**config.mk**
```make
export PLATFORM = sky130hd
export DESIGN_NAME = scss_top
export DESIGN_NICKNAME = d
export VERILOG_FILES = /design/src/inc/scss_pkg.sv /design/src/scss_top.sv /design/src/scss_ahb_port.sv /design/src/scss_switch.sv
export VERILOG_INCLUDE_DIRS = /design/src /design/src/inc
export SDC_FILE = /design/constraint.sdc
export NUM_CORES = 1
export LEC_CHECK = 0
export ABC_CLOCK_PERIOD_IN_PS = 3600
export BUFFER_PORTS_ARGS = -buffer_cell sky130_fd_sc_hd__buf_2
export CAP_MARGIN = 40
export CELL_PAD_IN_SITES_DETAIL_PLACEMENT = 2
export CELL_PAD_IN_SITES_GLOBAL_PLACEMENT = 2
export CORE_ASPECT_RATIO = 1.1
export CORE_MARGIN = 2
export CORE_UTILIZATION = 20
export DETAILED_ROUTE_END_ITERATION = 12
export PLACE_DENSITY = 0.89
export SLEW_MARGIN = 20
export SYNTH_ARGS = -nofsm -noshare
export SYNTH_HDL_FRONTEND = slang
export SYNTH_HIERARCHICAL = 1
export SYNTH_SLANG_ARGS = --single-unit
```
**constraint.sdc**
```tcl
create_clock -name hclk -period 3.6 [get_ports hclk]
set_clock_uncertainty 0.15 [all_clocks]
set_input_delay 0.72 -clock hclk [delete_from_list [all_inputs] [get_ports hclk]]
set_output_delay 0.72 -clock hclk [all_outputs]
set_load 0.01 [all_outputs]
```
**src/inc/scss_map.svh**
```systemverilog
// register map, field positions, reset values and encodings of the switch
//
// How it works
// - With both select bits clear the system clock runs from the primary oscillator of the configured type.
// - With the low select bit (bit 0) set the system clock comes from the secondary timer oscillator.
// - Every reset clears the low select bit so the device restarts on the primary path.
// - In software PLL modes the high select bit (bit 1) picks the PLL output when one, the primary when zero.
// - The high select bit acts only while PLL enable and PLL stable are both one, otherwise it is forced to zero.
// - In configuration PLL modes the high select bit is held at zero whatever is written.
// - Without the secondary oscillator enabled, writes to the low select bit are ignored and it stays zero.
// - The low select bit is settable only with switch-enable config at zero and secondary enable at one.
// - The PLL stable flag (bit 3) reads one when the PLL output may serve as system clock, else zero.
// - The PLL enable bit (bit 2) offers the PLL as a clock candidate when one and stops the PLL when zero.
// - PLL enable is forced on in configuration PLL modes, writable in software PLL modes, off otherwise.
// - With both select bits set the secondary oscillator wins over the PLL.
// - Bits 7 to 4 of the oscillator control register are unimplemented and read zero.
`ifndef SCSS_MAP_SVH
`define SCSS_MAP_SVH

`define SCSS_OSC_CTRL_OFF 12'h000
`define SCSS_OSC_CTRL_RST 4'h0

`define SCSS_BIT_SEC_SEL 0
`define SCSS_BIT_PLL_SEL 1
`define SCSS_BIT_PLL_EN 2
`define SCSS_BIT_LOCK 3

`define SCSS_MODE_EXT_CFG_PLL 4'h4
`define SCSS_MODE_XTAL_CFG_PLL 4'h5
`define SCSS_MODE_EXT_SOFT_PLL 4'h6
`define SCSS_MODE_XTAL_SOFT_PLL 4'h7

`define SCSS_HSIZE_WORD 3'h2

`define SCSS_GATE_NONE 3'h0
`define SCSS_GATE_PRI 3'h1
`define SCSS_GATE_PLL 3'h2
`define SCSS_GATE_SEC 3'h4

`endif

```
**src/inc/scss_pkg.sv**
```systemverilog
// types shared by the clock source switch
package scss_pkg;

  typedef enum logic [1:0] {
    src_pri = 2'h0,
    src_pll = 2'h1,
    src_sec = 2'h2
  } scss_src_t;

  // gray along run -> drop -> take
  typedef enum logic [1:0] {
    st_run = 2'h0,
    st_drop = 2'h1,
    st_take = 2'h3
  } scss_state_t;

  typedef struct packed {
    logic sel;
    logic [1:0] trans;
    logic write;
    logic [2:0] size;
    logic [11:0] addr;
  } scss_ahb_req_t;

  typedef struct packed {
    logic lock;
    logic pll_en;
    logic pll_sel;
    logic sec_sel;
  } scss_osc_ctrl_t;

endpackage

```
**src/scss_top.sv**
```systemverilog
// system clock source switch with its ahb-lite control register
`timescale 1ns/100ps
`include "scss_map.svh"
module scss_top
  import scss_pkg::*;
(
  input wire logic hclk,
  input wire logic hresetn,
  input wire logic ce,
  input wire logic hsel,
  input wire logic [1:0] htrans,
  input wire logic hwrite,
  input wire logic [2:0] hsize,
  input wire logic [31:0] haddr,
  input wire logic [31:0] hwdata,
  input wire logic hready,
  output logic [31:0] hrdata,
  output logic hreadyout,
  output logic hresp,
  input wire logic [3:0] osc_type_config,
  input wire logic switch_enable_config,
  input wire logic secondary_osc_enable,
  input wire logic pll_lock,
  input wire logic [2:0] clk_gate_ack,
  output logic pll_enable,
  output logic [2:0] clk_gate_en,
  output logic [1:0] sys_clk_src,
  output logic switch_busy
);

  //////////////////////////////////////////////////////////////////////////
  // bus front end

  scss_ahb_req_t req;
  logic rd_take;
  logic rd_hit;
  logic wr_commit;
  logic wr_hit;
  logic ctrl_wr;

  assign req.sel = hsel;
  assign req.trans = htrans;
  assign req.write = hwrite;
  assign req.size = hsize;
  assign req.addr = haddr[11:0];

  scss_ahb_port u_port (
    .hclk(hclk),
    .hresetn(hresetn),
    .ce(ce),
    .req(req),
    .hready(hready),
    .rd_take(rd_take),
    .rd_hit(rd_hit),
    .wr_commit(wr_commit),
    .wr_hit(wr_hit)
  );

  assign ctrl_wr = wr_commit & wr_hit;

  //////////////////////////////////////////////////////////////////////////
  // oscillator mode decode

  logic mode_ext_cfg;
  logic mode_xtal_cfg;
  logic mode_ext_soft;
  logic mode_xtal_soft;
  logic cfg_pll;
  logic soft_pll;

  assign mode_ext_cfg = (osc_type_config == `SCSS_MODE_EXT_CFG_PLL);
  assign mode_xtal_cfg = (osc_type_config == `SCSS_MODE_XTAL_CFG_PLL);
  assign mode_ext_soft = (osc_type_config == `SCSS_MODE_EXT_SOFT_PLL);
  assign mode_xtal_soft = (osc_type_config == `SCSS_MODE_XTAL_SOFT_PLL);
  assign cfg_pll = mode_ext_cfg | mode_xtal_cfg;
  assign soft_pll = mode_ext_soft | mode_xtal_soft;

  //////////////////////////////////////////////////////////////////////////
  // oscillator control register

  logic sec_sel_q;
  logic sec_sel_d;
  logic pll_sel_q;
  logic pll_sel_d;
  logic pll_en_q;
  logic pll_en_d;
  logic wr_sec_sel;
  logic wr_pll_sel;
  logic wr_pll_en;
  logic sec_allow;
  logic pll_allow;
  logic lock_rd;
  scss_osc_ctrl_t ctrl_d;

  assign wr_sec_sel = hwdata[`SCSS_BIT_SEC_SEL];
  assign wr_pll_sel = hwdata[`SCSS_BIT_PLL_SEL];
  assign wr_pll_en = hwdata[`SCSS_BIT_PLL_EN];

  // pll enable: forced on, writable, or forced off by the mode
  assign pll_en_d = cfg_pll ? 1'b1 :
                    (soft_pll ? (ctrl_wr ? wr_pll_en : pll_en_q) :
                     1'b0);

  // pll select only survives in software pll modes with a locked pll
  assign pll_allow = soft_pll & pll_en_d & pll_lock;
  assign pll_sel_d = pll_allow &
                     (ctrl_wr ? wr_pll_sel : pll_sel_q);

  // secondary select needs switching allowed and the oscillator on
  assign sec_allow = ~switch_enable_config &
                     secondary_osc_enable;
  assign sec_sel_d = sec_allow &
                     (ctrl_wr ? wr_sec_sel : sec_sel_q);

  // stable flag shows only while the pll is offered
  assign lock_rd = pll_lock & pll_en_d;

  assign ctrl_d.lock = lock_rd;
  assign ctrl_d.pll_en = pll_en_d;
  assign ctrl_d.pll_sel = pll_sel_d;
  assign ctrl_d.sec_sel = sec_sel_d;

  always_ff @(posedge hclk or negedge hresetn) begin
    if (!hresetn) begin
      sec_sel_q <= 1'b0;
    end else if (ce) begin
      sec_sel_q <= sec_sel_d;
    end
  end

  always_ff @(posedge hclk or negedge hresetn) begin
    if (!hresetn) begin
      pll_sel_q <= 1'b0;
      pll_en_q <= 1'b0;
    end else if (ce) begin
      pll_sel_q <= pll_sel_d;
      pll_en_q <= pll_en_d;
    end
  end

  assign pll_enable = pll_en_q;

  //////////////////////////////////////////////////////////////////////////
  // read data and response

  logic [31:0] rd_word;
  logic [31:0] hrdata_q;
  logic hreadyout_q;
  logic hresp_q;

  // built from next values so a read right after a write sees it
  assign rd_word = rd_hit ? {28'h0000000, ctrl_d} : 32'h00000000;

  always_ff @(posedge hclk or negedge hresetn) begin
    if (!hresetn) begin
      hrdata_q <= 32'h00000000;
    end else if (ce && rd_take) begin
      hrdata_q <= rd_word;
    end
  end

  // zero wait, always okay
  always_ff @(posedge hclk or negedge hresetn) begin
    if (!hresetn) begin
      hreadyout_q <= 1'b1;
      hresp_q <= 1'b0;
    end else if (ce) begin
      hreadyout_q <= 1'b1;
      hresp_q <= 1'b0;
    end
  end

  assign hrdata = hrdata_q;
  assign hreadyout = hreadyout_q;
  assign hresp = hresp_q;

  //////////////////////////////////////////////////////////////////////////
  // source choice and gate sequencing

  scss_src_t target;
  scss_src_t cur_src;

  // secondary first, then pll, else primary
  assign target = sec_sel_q ? src_sec :
                  (pll_sel_q ? src_pll : src_pri);

  scss_switch u_switch (
    .hclk(hclk),
    .hresetn(hresetn),
    .ce(ce),
    .target(target),
    .gate_ack(clk_gate_ack),
    .gate_q(clk_gate_en),
    .cur_q(cur_src),
    .busy(switch_busy)
  );

  assign sys_clk_src = cur_src;

  //////////////////////////////////////////////////////////////////////////
  // checks

  chk_sec_forced: assert property (
    @(posedge hclk) disable iff (!hresetn)
    (ce && !secondary_osc_enable) |=> !sec_sel_q)
    else $error("secondary select set without secondary oscillator");

  chk_sec_switch_cfg: assert property (
    @(posedge hclk) disable iff (!hresetn)
    (ce && switch_enable_config) |=> !sec_sel_q)
    else $error("secondary select set while switching disabled");

  chk_pll_sel_forced: assert property (
    @(posedge hclk) disable iff (!hresetn)
    (ce && !(pll_en_d && pll_lock)) |=> !pll_sel_q)
    else $error("pll select kept without enabled locked pll");

  chk_cfg_pll_mode: assert property (
    @(posedge hclk) disable iff (!hresetn)
    (ce && cfg_pll) |=> (pll_en_q && !pll_sel_q))
    else $error("configuration pll mode left pll select or enable wrong");

  chk_other_modes: assert property (
    @(posedge hclk) disable iff (!hresetn)
    (ce && !cfg_pll && !soft_pll) |=> !pll_en_q)
    else $error("pll enabled outside pll modes");

  chk_soft_write: assert property (
    @(posedge hclk) disable iff (!hresetn)
    (ce && soft_pll && ctrl_wr) |=> pll_en_q == $past(wr_pll_en))
    else $error("pll enable write not taken in software pll mode");

  chk_upper_zero: assert property (
    @(posedge hclk) disable iff (!hresetn)
    hrdata_q[31:4] == 28'h0000000)
    else $error("unimplemented bits read nonzero");

  chk_lock_read: assert property (
    @(posedge hclk) disable iff (!hresetn)
    (ce && rd_take && rd_hit)
    |=> hrdata_q[`SCSS_BIT_LOCK] == $past(lock_rd))
    else $error("stable flag read differs from pll state");

  chk_sec_priority: assert property (
    @(posedge hclk) disable iff (!hresetn)
    (sec_sel_q && pll_sel_q) |-> target == src_sec)
    else $error("pll chosen over secondary");

  chk_pri_gate: assert property (
    @(posedge hclk) disable iff (!hresetn)
    (!switch_busy && cur_src == src_pri)
    |-> clk_gate_en == `SCSS_GATE_PRI)
    else $error("primary source settled without its gate alone open");

  chk_sec_gate: assert property (
    @(posedge hclk) disable iff (!hresetn)
    (!switch_busy && cur_src == src_sec)
    |-> clk_gate_en == `SCSS_GATE_SEC)
    else $error("secondary source settled without its gate alone open");

  chk_primary_return: assert property (
    @(posedge hclk) disable iff (!hresetn)
    (ce && !sec_sel_q && !pll_sel_q && !switch_busy &&
     cur_src != src_pri) |=> clk_gate_en == `SCSS_GATE_NONE)
    else $error("both selects clear but no move back to primary");

  chk_sec_write: assert property (
    @(posedge hclk) disable iff (!hresetn)
    (ce && ctrl_wr && sec_allow)
    |=> sec_sel_q == $past(wr_sec_sel))
    else $error("allowed secondary select write not taken");

  chk_pll_write: assert property (
    @(posedge hclk) disable iff (!hresetn)
    (ce && ctrl_wr && pll_allow)
    |=> pll_sel_q == $past(wr_pll_sel))
    else $error("allowed pll select write not taken");

  chk_pll_sel_hold: assert property (
    @(posedge hclk) disable iff (!hresetn)
    (ce && !ctrl_wr && pll_allow)
    |=> pll_sel_q == $past(pll_sel_q))
    else $error("pll select moved without a write");

  chk_unmapped_read: assert property (
    @(posedge hclk) disable iff (!hresetn)
    (ce && rd_take && !rd_hit)
    |=> hrdata_q == 32'h00000000)
    else $error("read outside the register returned nonzero");

  chk_unlocked_read: assert property (
    @(posedge hclk) disable iff (!hresetn)
    (ce && rd_take && rd_hit && !pll_lock)
    |=> !hrdata_q[`SCSS_BIT_LOCK])
    else $error("stable flag read set while pll unlocked");

  chk_switch_start: assert property (
    @(posedge hclk) disable iff (!hresetn)
    (ce && !switch_busy && target != cur_src)
    |=> (clk_gate_en == `SCSS_GATE_NONE && switch_busy))
    else $error("new source chosen but old gate not closed first");

  chk_gate_hold: assert property (
    @(posedge hclk) disable iff (!hresetn)
    (ce && !switch_busy && target == cur_src)
    |=> $stable(clk_gate_en))
    else $error("gates moved while source choice unchanged");

endmodule

```
**src/scss_ahb_port.sv**
```systemverilog
// ahb-lite address phase capture and decode for the switch registers
`timescale 1ns/100ps
`include "scss_map.svh"
module scss_ahb_port
  import scss_pkg::*;
(
  input wire logic hclk,
  input wire logic hresetn,
  input wire logic ce,
  input wire scss_ahb_req_t req,
  input wire logic hready,
  output logic rd_take,
  output logic rd_hit,
  output logic wr_commit,
  output logic wr_hit
);

  logic take;
  logic hit;
  logic wr_pend_q;
  logic wr_hit_q;

  // only whole aligned words at the one mapped offset hit
  assign take = req.sel & req.trans[1] & hready;
  assign hit = (req.addr == `SCSS_OSC_CTRL_OFF) &
               (req.size == `SCSS_HSIZE_WORD);
  assign rd_take = take & ~req.write;
  assign rd_hit = hit;
  assign wr_commit = wr_pend_q & ce;
  assign wr_hit = wr_hit_q;

  always_ff @(posedge hclk or negedge hresetn) begin
    if (!hresetn) begin
      wr_pend_q <= 1'b0;
      wr_hit_q <= 1'b0;
    end else if (ce) begin
      wr_pend_q <= take & req.write;
      wr_hit_q <= hit;
    end
  end

endmodule

```
**src/scss_switch.sv**
```systemverilog
// break-before-make sequencer for the clock source gates
`timescale 1ns/100ps
`include "scss_map.svh"
module scss_switch
  import scss_pkg::*;
(
  input wire logic hclk,
  input wire logic hresetn,
  input wire logic ce,
  input wire scss_src_t target,
  input wire logic [2:0] gate_ack,
  output logic [2:0] gate_q,
  output scss_src_t cur_q,
  output logic busy
);

  scss_state_t state_q;
  scss_state_t state_d;
  scss_src_t cur_d;
  scss_src_t nxt_q;
  scss_src_t nxt_d;
  logic [2:0] gate_d;
  logic [2:0] cur_mask;
  logic [2:0] nxt_mask;
  logic cur_on;

  genvar i;
  generate
    for (i = 0; i < 3; i++) begin : g_mask
      assign cur_mask[i] = (2'(cur_q) == 2'(i));
      assign nxt_mask[i] = (2'(nxt_q) == 2'(i));
    end
  endgenerate

  assign cur_on = |(gate_ack & cur_mask);
  // state bit 0 is high in drop and take only
  assign busy = state_q[0];

  always_comb begin
    state_d = state_q;
    cur_d = cur_q;
    nxt_d = nxt_q;
    gate_d = gate_q;
    case (state_q)
      st_run: begin
        if (target != cur_q) begin
          nxt_d = target;
          gate_d = `SCSS_GATE_NONE;
          state_d = st_drop;
        end
      end
      st_drop: begin
        // old clock must be seen stopped before the new gate opens
        if (!cur_on) begin
          cur_d = nxt_q;
          gate_d = nxt_mask;
          state_d = st_take;
        end
      end
      st_take: begin
        if (target != cur_q) begin
          nxt_d = target;
          gate_d = `SCSS_GATE_NONE;
          state_d = st_drop;
        end else if (cur_on) begin
          state_d = st_run;
        end
      end
      default: begin
        gate_d = cur_mask;
        state_d = st_run;
      end
    endcase
  end

  always_ff @(posedge hclk or negedge hresetn) begin
    if (!hresetn) begin
      state_q <= st_run;
      cur_q <= src_pri;
      nxt_q <= src_pri;
      gate_q <= `SCSS_GATE_PRI;
    end else if (ce) begin
      state_q <= state_d;
      cur_q <= cur_d;
      nxt_q <= nxt_d;
      gate_q <= gate_d;
    end
  end

  chk_gate_one_hot: assert property (
    @(posedge hclk) disable iff (!hresetn)
    $onehot0(gate_q))
    else $error("more than one clock gate open");

  chk_break_make: assert property (
    @(posedge hclk) disable iff (!hresetn)
    ($past(gate_q) != `SCSS_GATE_NONE && gate_q != `SCSS_GATE_NONE)
    |-> gate_q == $past(gate_q))
    else $error("gate moved without passing through closed");

  chk_pll_gate: assert property (
    @(posedge hclk) disable iff (!hresetn)
    (state_q == st_run && cur_q == src_pll)
    |-> gate_q == `SCSS_GATE_PLL)
    else $error("pll selected but pll gate not alone open");

endmodule

```
==> summary.md <==
| Metric | Value |
|---|---|
| Mean Syn Cell Area | 9.58 um2 |
| Sum Neg Setup Slack | 0 ns |
| Fin nets | 275 |
| Die Span X | 82.4 um |
| Largest area contributor in the netlist | dfrtp_1 |
| Average vias per placed instance | 4.23 |
| Post-Synth XOR/XNOR Area | 1.30% |
| Reg2Reg Depth | 5 |
| Leak pwr | 0.798 nW |
| Vias after detailed routing | 1130 |
| Critical Path RT | 3.62 ns |
| Post-synth EDFFs | 0 |
| CTS tree | built |
| Number of global-route vias before repair | 1249 |
| Layout cells sized above 1 | 33.5% |
| Yosys reg bits | 18 |
| Final worst path period need | 1.91 ns |
| Starting DRT DRC Count | 8 |
| Clock sink count | 18 |
| Layout Cells excl Fill | 267 |
| PwrDens | 500 nW/um2 |
| Post-placement cell count | 263 |
| Total CTS buffers | 3 |
| Fill count | 765 |
| Largest family of logic cells by synthesized area | buffers and inverters |
| Clock Tree Root | clkbuf_8 |
| RD Place Congestion | 0.754 |
| Final setup fails | 0 |
| First-pass GRT wire length | 5600 um |
| Main synth FF type | dfrtp_1 |
| DIE AREA | 7430 um2 |
| Max-Cap Viols | 0 |
| Register share of total power | 36.1% |
| Initial antenna violation count | 0 |
| Pin count of the biggest net entering global routing | 20 |
| Comb power frac | 45.4% |
| Diode count | 0 |
| First drt pass iteration count | 4 |
| CTS clk-pin slew, worst paths | 0.07 ns |
| Worst Path Max Fanout | 3 |
| Yosys cell types | 40 |
| CP startpoint kind | input pin |
| Die H | 90.2 um |
| Max Clk Rate | 0.524 GHz |
| Top-area cell type share of the netlist area | 31.5% |
| RSZ-0062 raised after global routing | false |
| Synth warn | 6 |
| Synth Area in Adders | 3.70% |
| CP arrival | 1.93 ns |
| Mapped Cells | 141 |
| Clock share of power | 18.5% |
| Clk Latency, worst-skew pair | 0.25 ns |
| Final worst path period share | 53.0% |
| Critical Path Sink Type | register |
| Antenna-violating nets left | 0 |
| Ranking of synthesized cells by area | dfrtp_1 31%, buf_4 17%, mux2_4 4.4% |
| Wirelength, routed | 3550 um |
| Global Route Usage Sum | 9.66% |
| Post-CTS Hold Fix Bufs | 0 |
| Sw power | 299 uW |
| Initial Util | 20.6% |
| Final Hold Fails | 0 |
| Hold Crit Class | in -> async |
| Post-synthesis simple-gate area fraction | 16.8% |
| GRT overflow | 0 |
| Compound-Gate Fraction of Synth Area | 14.0% |
| Critical path class | in -> reg |
| Post-CTS Setup Bufs | 0 |
| Mapped cell area | 1350 um2 |
| CTS H-Tree Depth | 1 |
| Cell Rows | 31 |
| Io pins | 126 |
| Mux cell area share after synthesis | 9.17% |
| Synth-to-layout area growth | 16.9% |
| Wire per inst | 13.3 um |
| Port Buffer Count | 44 |
| Post-CTS Resized | 0 |
| Core box area | 6560 um2 |
| Maximum VDD drop | 188 uV |
| Longest Clk Path Bufs | 2 |
| Most frequent cells in the layout | 44 x buf_2, 30 x conb_1, 17 x dfrtp_1 |
| Cell-internal power | 491 uW |
| Status | finished clean |
| Final slew viol count | 0 |
| Async SR Flop Fraction | 100% |
| Seq/Total Area, Yosys | 33.4% |
| HPWL after DPL | 3000 um |
| Drt drc | 0 |
| Most common cell after layout, fill and taps aside | buf_2 |
| Sw frac | 37.9% |
[metrics by stage]
stage	utilization, %	setup WS, ns	total power [mW]	hold slack [ns]	instance area (um2)
after floorplan	-	1.69	0.570	0.274	1460
after global routing	24.1	1.52	0.854	0.267	1580
final	24.1	1.69	0.790	0.249	1580
after global placement	23.4	1.48	0.628	0.323	1540
after detailed placement	23.4	1.42	0.650	0.330	1540
after CTS	24.1	1.69	0.806	0.267	1580
[path summary, 6_finish.rpt]
path	start	end	slack, ns
worst min-delay path	hresetn	u_switch/state_q[0]	0.25
worst min register to register	hrdata[1]	hrdata[1]	0.34
worst max-delay path	haddr[2]	hrdata[1]	1.69
worst max register to register	u_switch/state_q[0]	u_switch/state_q[0]	1.73
max in group asynchronous	hresetn	u_switch/gate_q[0]	2.72
min in group hclk	hrdata[1]	hrdata[1]	0.34
[state kept, by name, indices dropped and copies added (netlist names)]
register / cells
u_port/wr_pend_q: 1
u_switch/nxt_q: 2
u_switch/cur_q: 2
sec_sel_q: 1
hrdata: 4
u_port/wr_hit: 1
pll_enable: 1
pll_sel_q: 1
u_switch/gate_q: 3
u_switch/state_q: 2
[layout make-up]
cell class	count	area (um2)	area share [%]
clock buffers	4	45.0	2.85
inverters	11	41.3	2.61
multi-input cells	108	719	45.5
flip-flops and latches	18	452	28.6
well taps	82	103	6.49
repair buffers	44	220	13.9
[power by group through the flow]
stage | logic (mW) | clock network [mW] | registers, mW
final | 0.359 | 0.146 | 0.285
after global routing | 0.398 | 0.163 | 0.292
after CTS | 0.364 | 0.156 | 0.286
after detailed placement | 0.359 | 0 | 0.290
after global placement | 0.343 | 0 | 0.285
after floorplan | 0.283 | 0 | 0.287
[logic make-up after synthesis]
family / after synthesis
AOI/OAI and AO/OA: 23
xor gates and xnor gates: 2
adders and majority gates: 4
buffers and inverters: 43
DFF: 18
muxes: 10
other: 2
and+or+nand+nor: 39
[per-layer routing]
layer | share of wire, % | global-route usage [%]
met1 | 36 | 9.67
met5 | 0 | 0
met2 | 55 | 18.6
met3 | 7.7 | 2.21
met4 | 0.79 | 3.19
[critical path: stages]
cell	delay, ns
buf_2	0.10
nor4_1	0.29
nand2_1	0.15
nor2_1	0.26
nand4_1	0.20
o31ai_2	0.21
[Yosys cell counts, types with 2 or more instances]
library cell	instances
nand2b_1	3
nand2_1	9
nand3b_1	2
inv_1	11
nor4_1	2
xnor2_1	2
mux2i_1	3
mux2_2	3
nor2_1	4
a21boi_0	2
o31ai_2	2
nand3_1	5
and2_1	2
o22ai_1	7
dfrtp_1	17
nand4_1	3
buf_4	31
and3b_1	2
o21ai_0	2
ha_1	4
o21ai_1	2
conb_1	2
mux2_4	4
No activity file was read; power rests on OpenSTA's default activity.
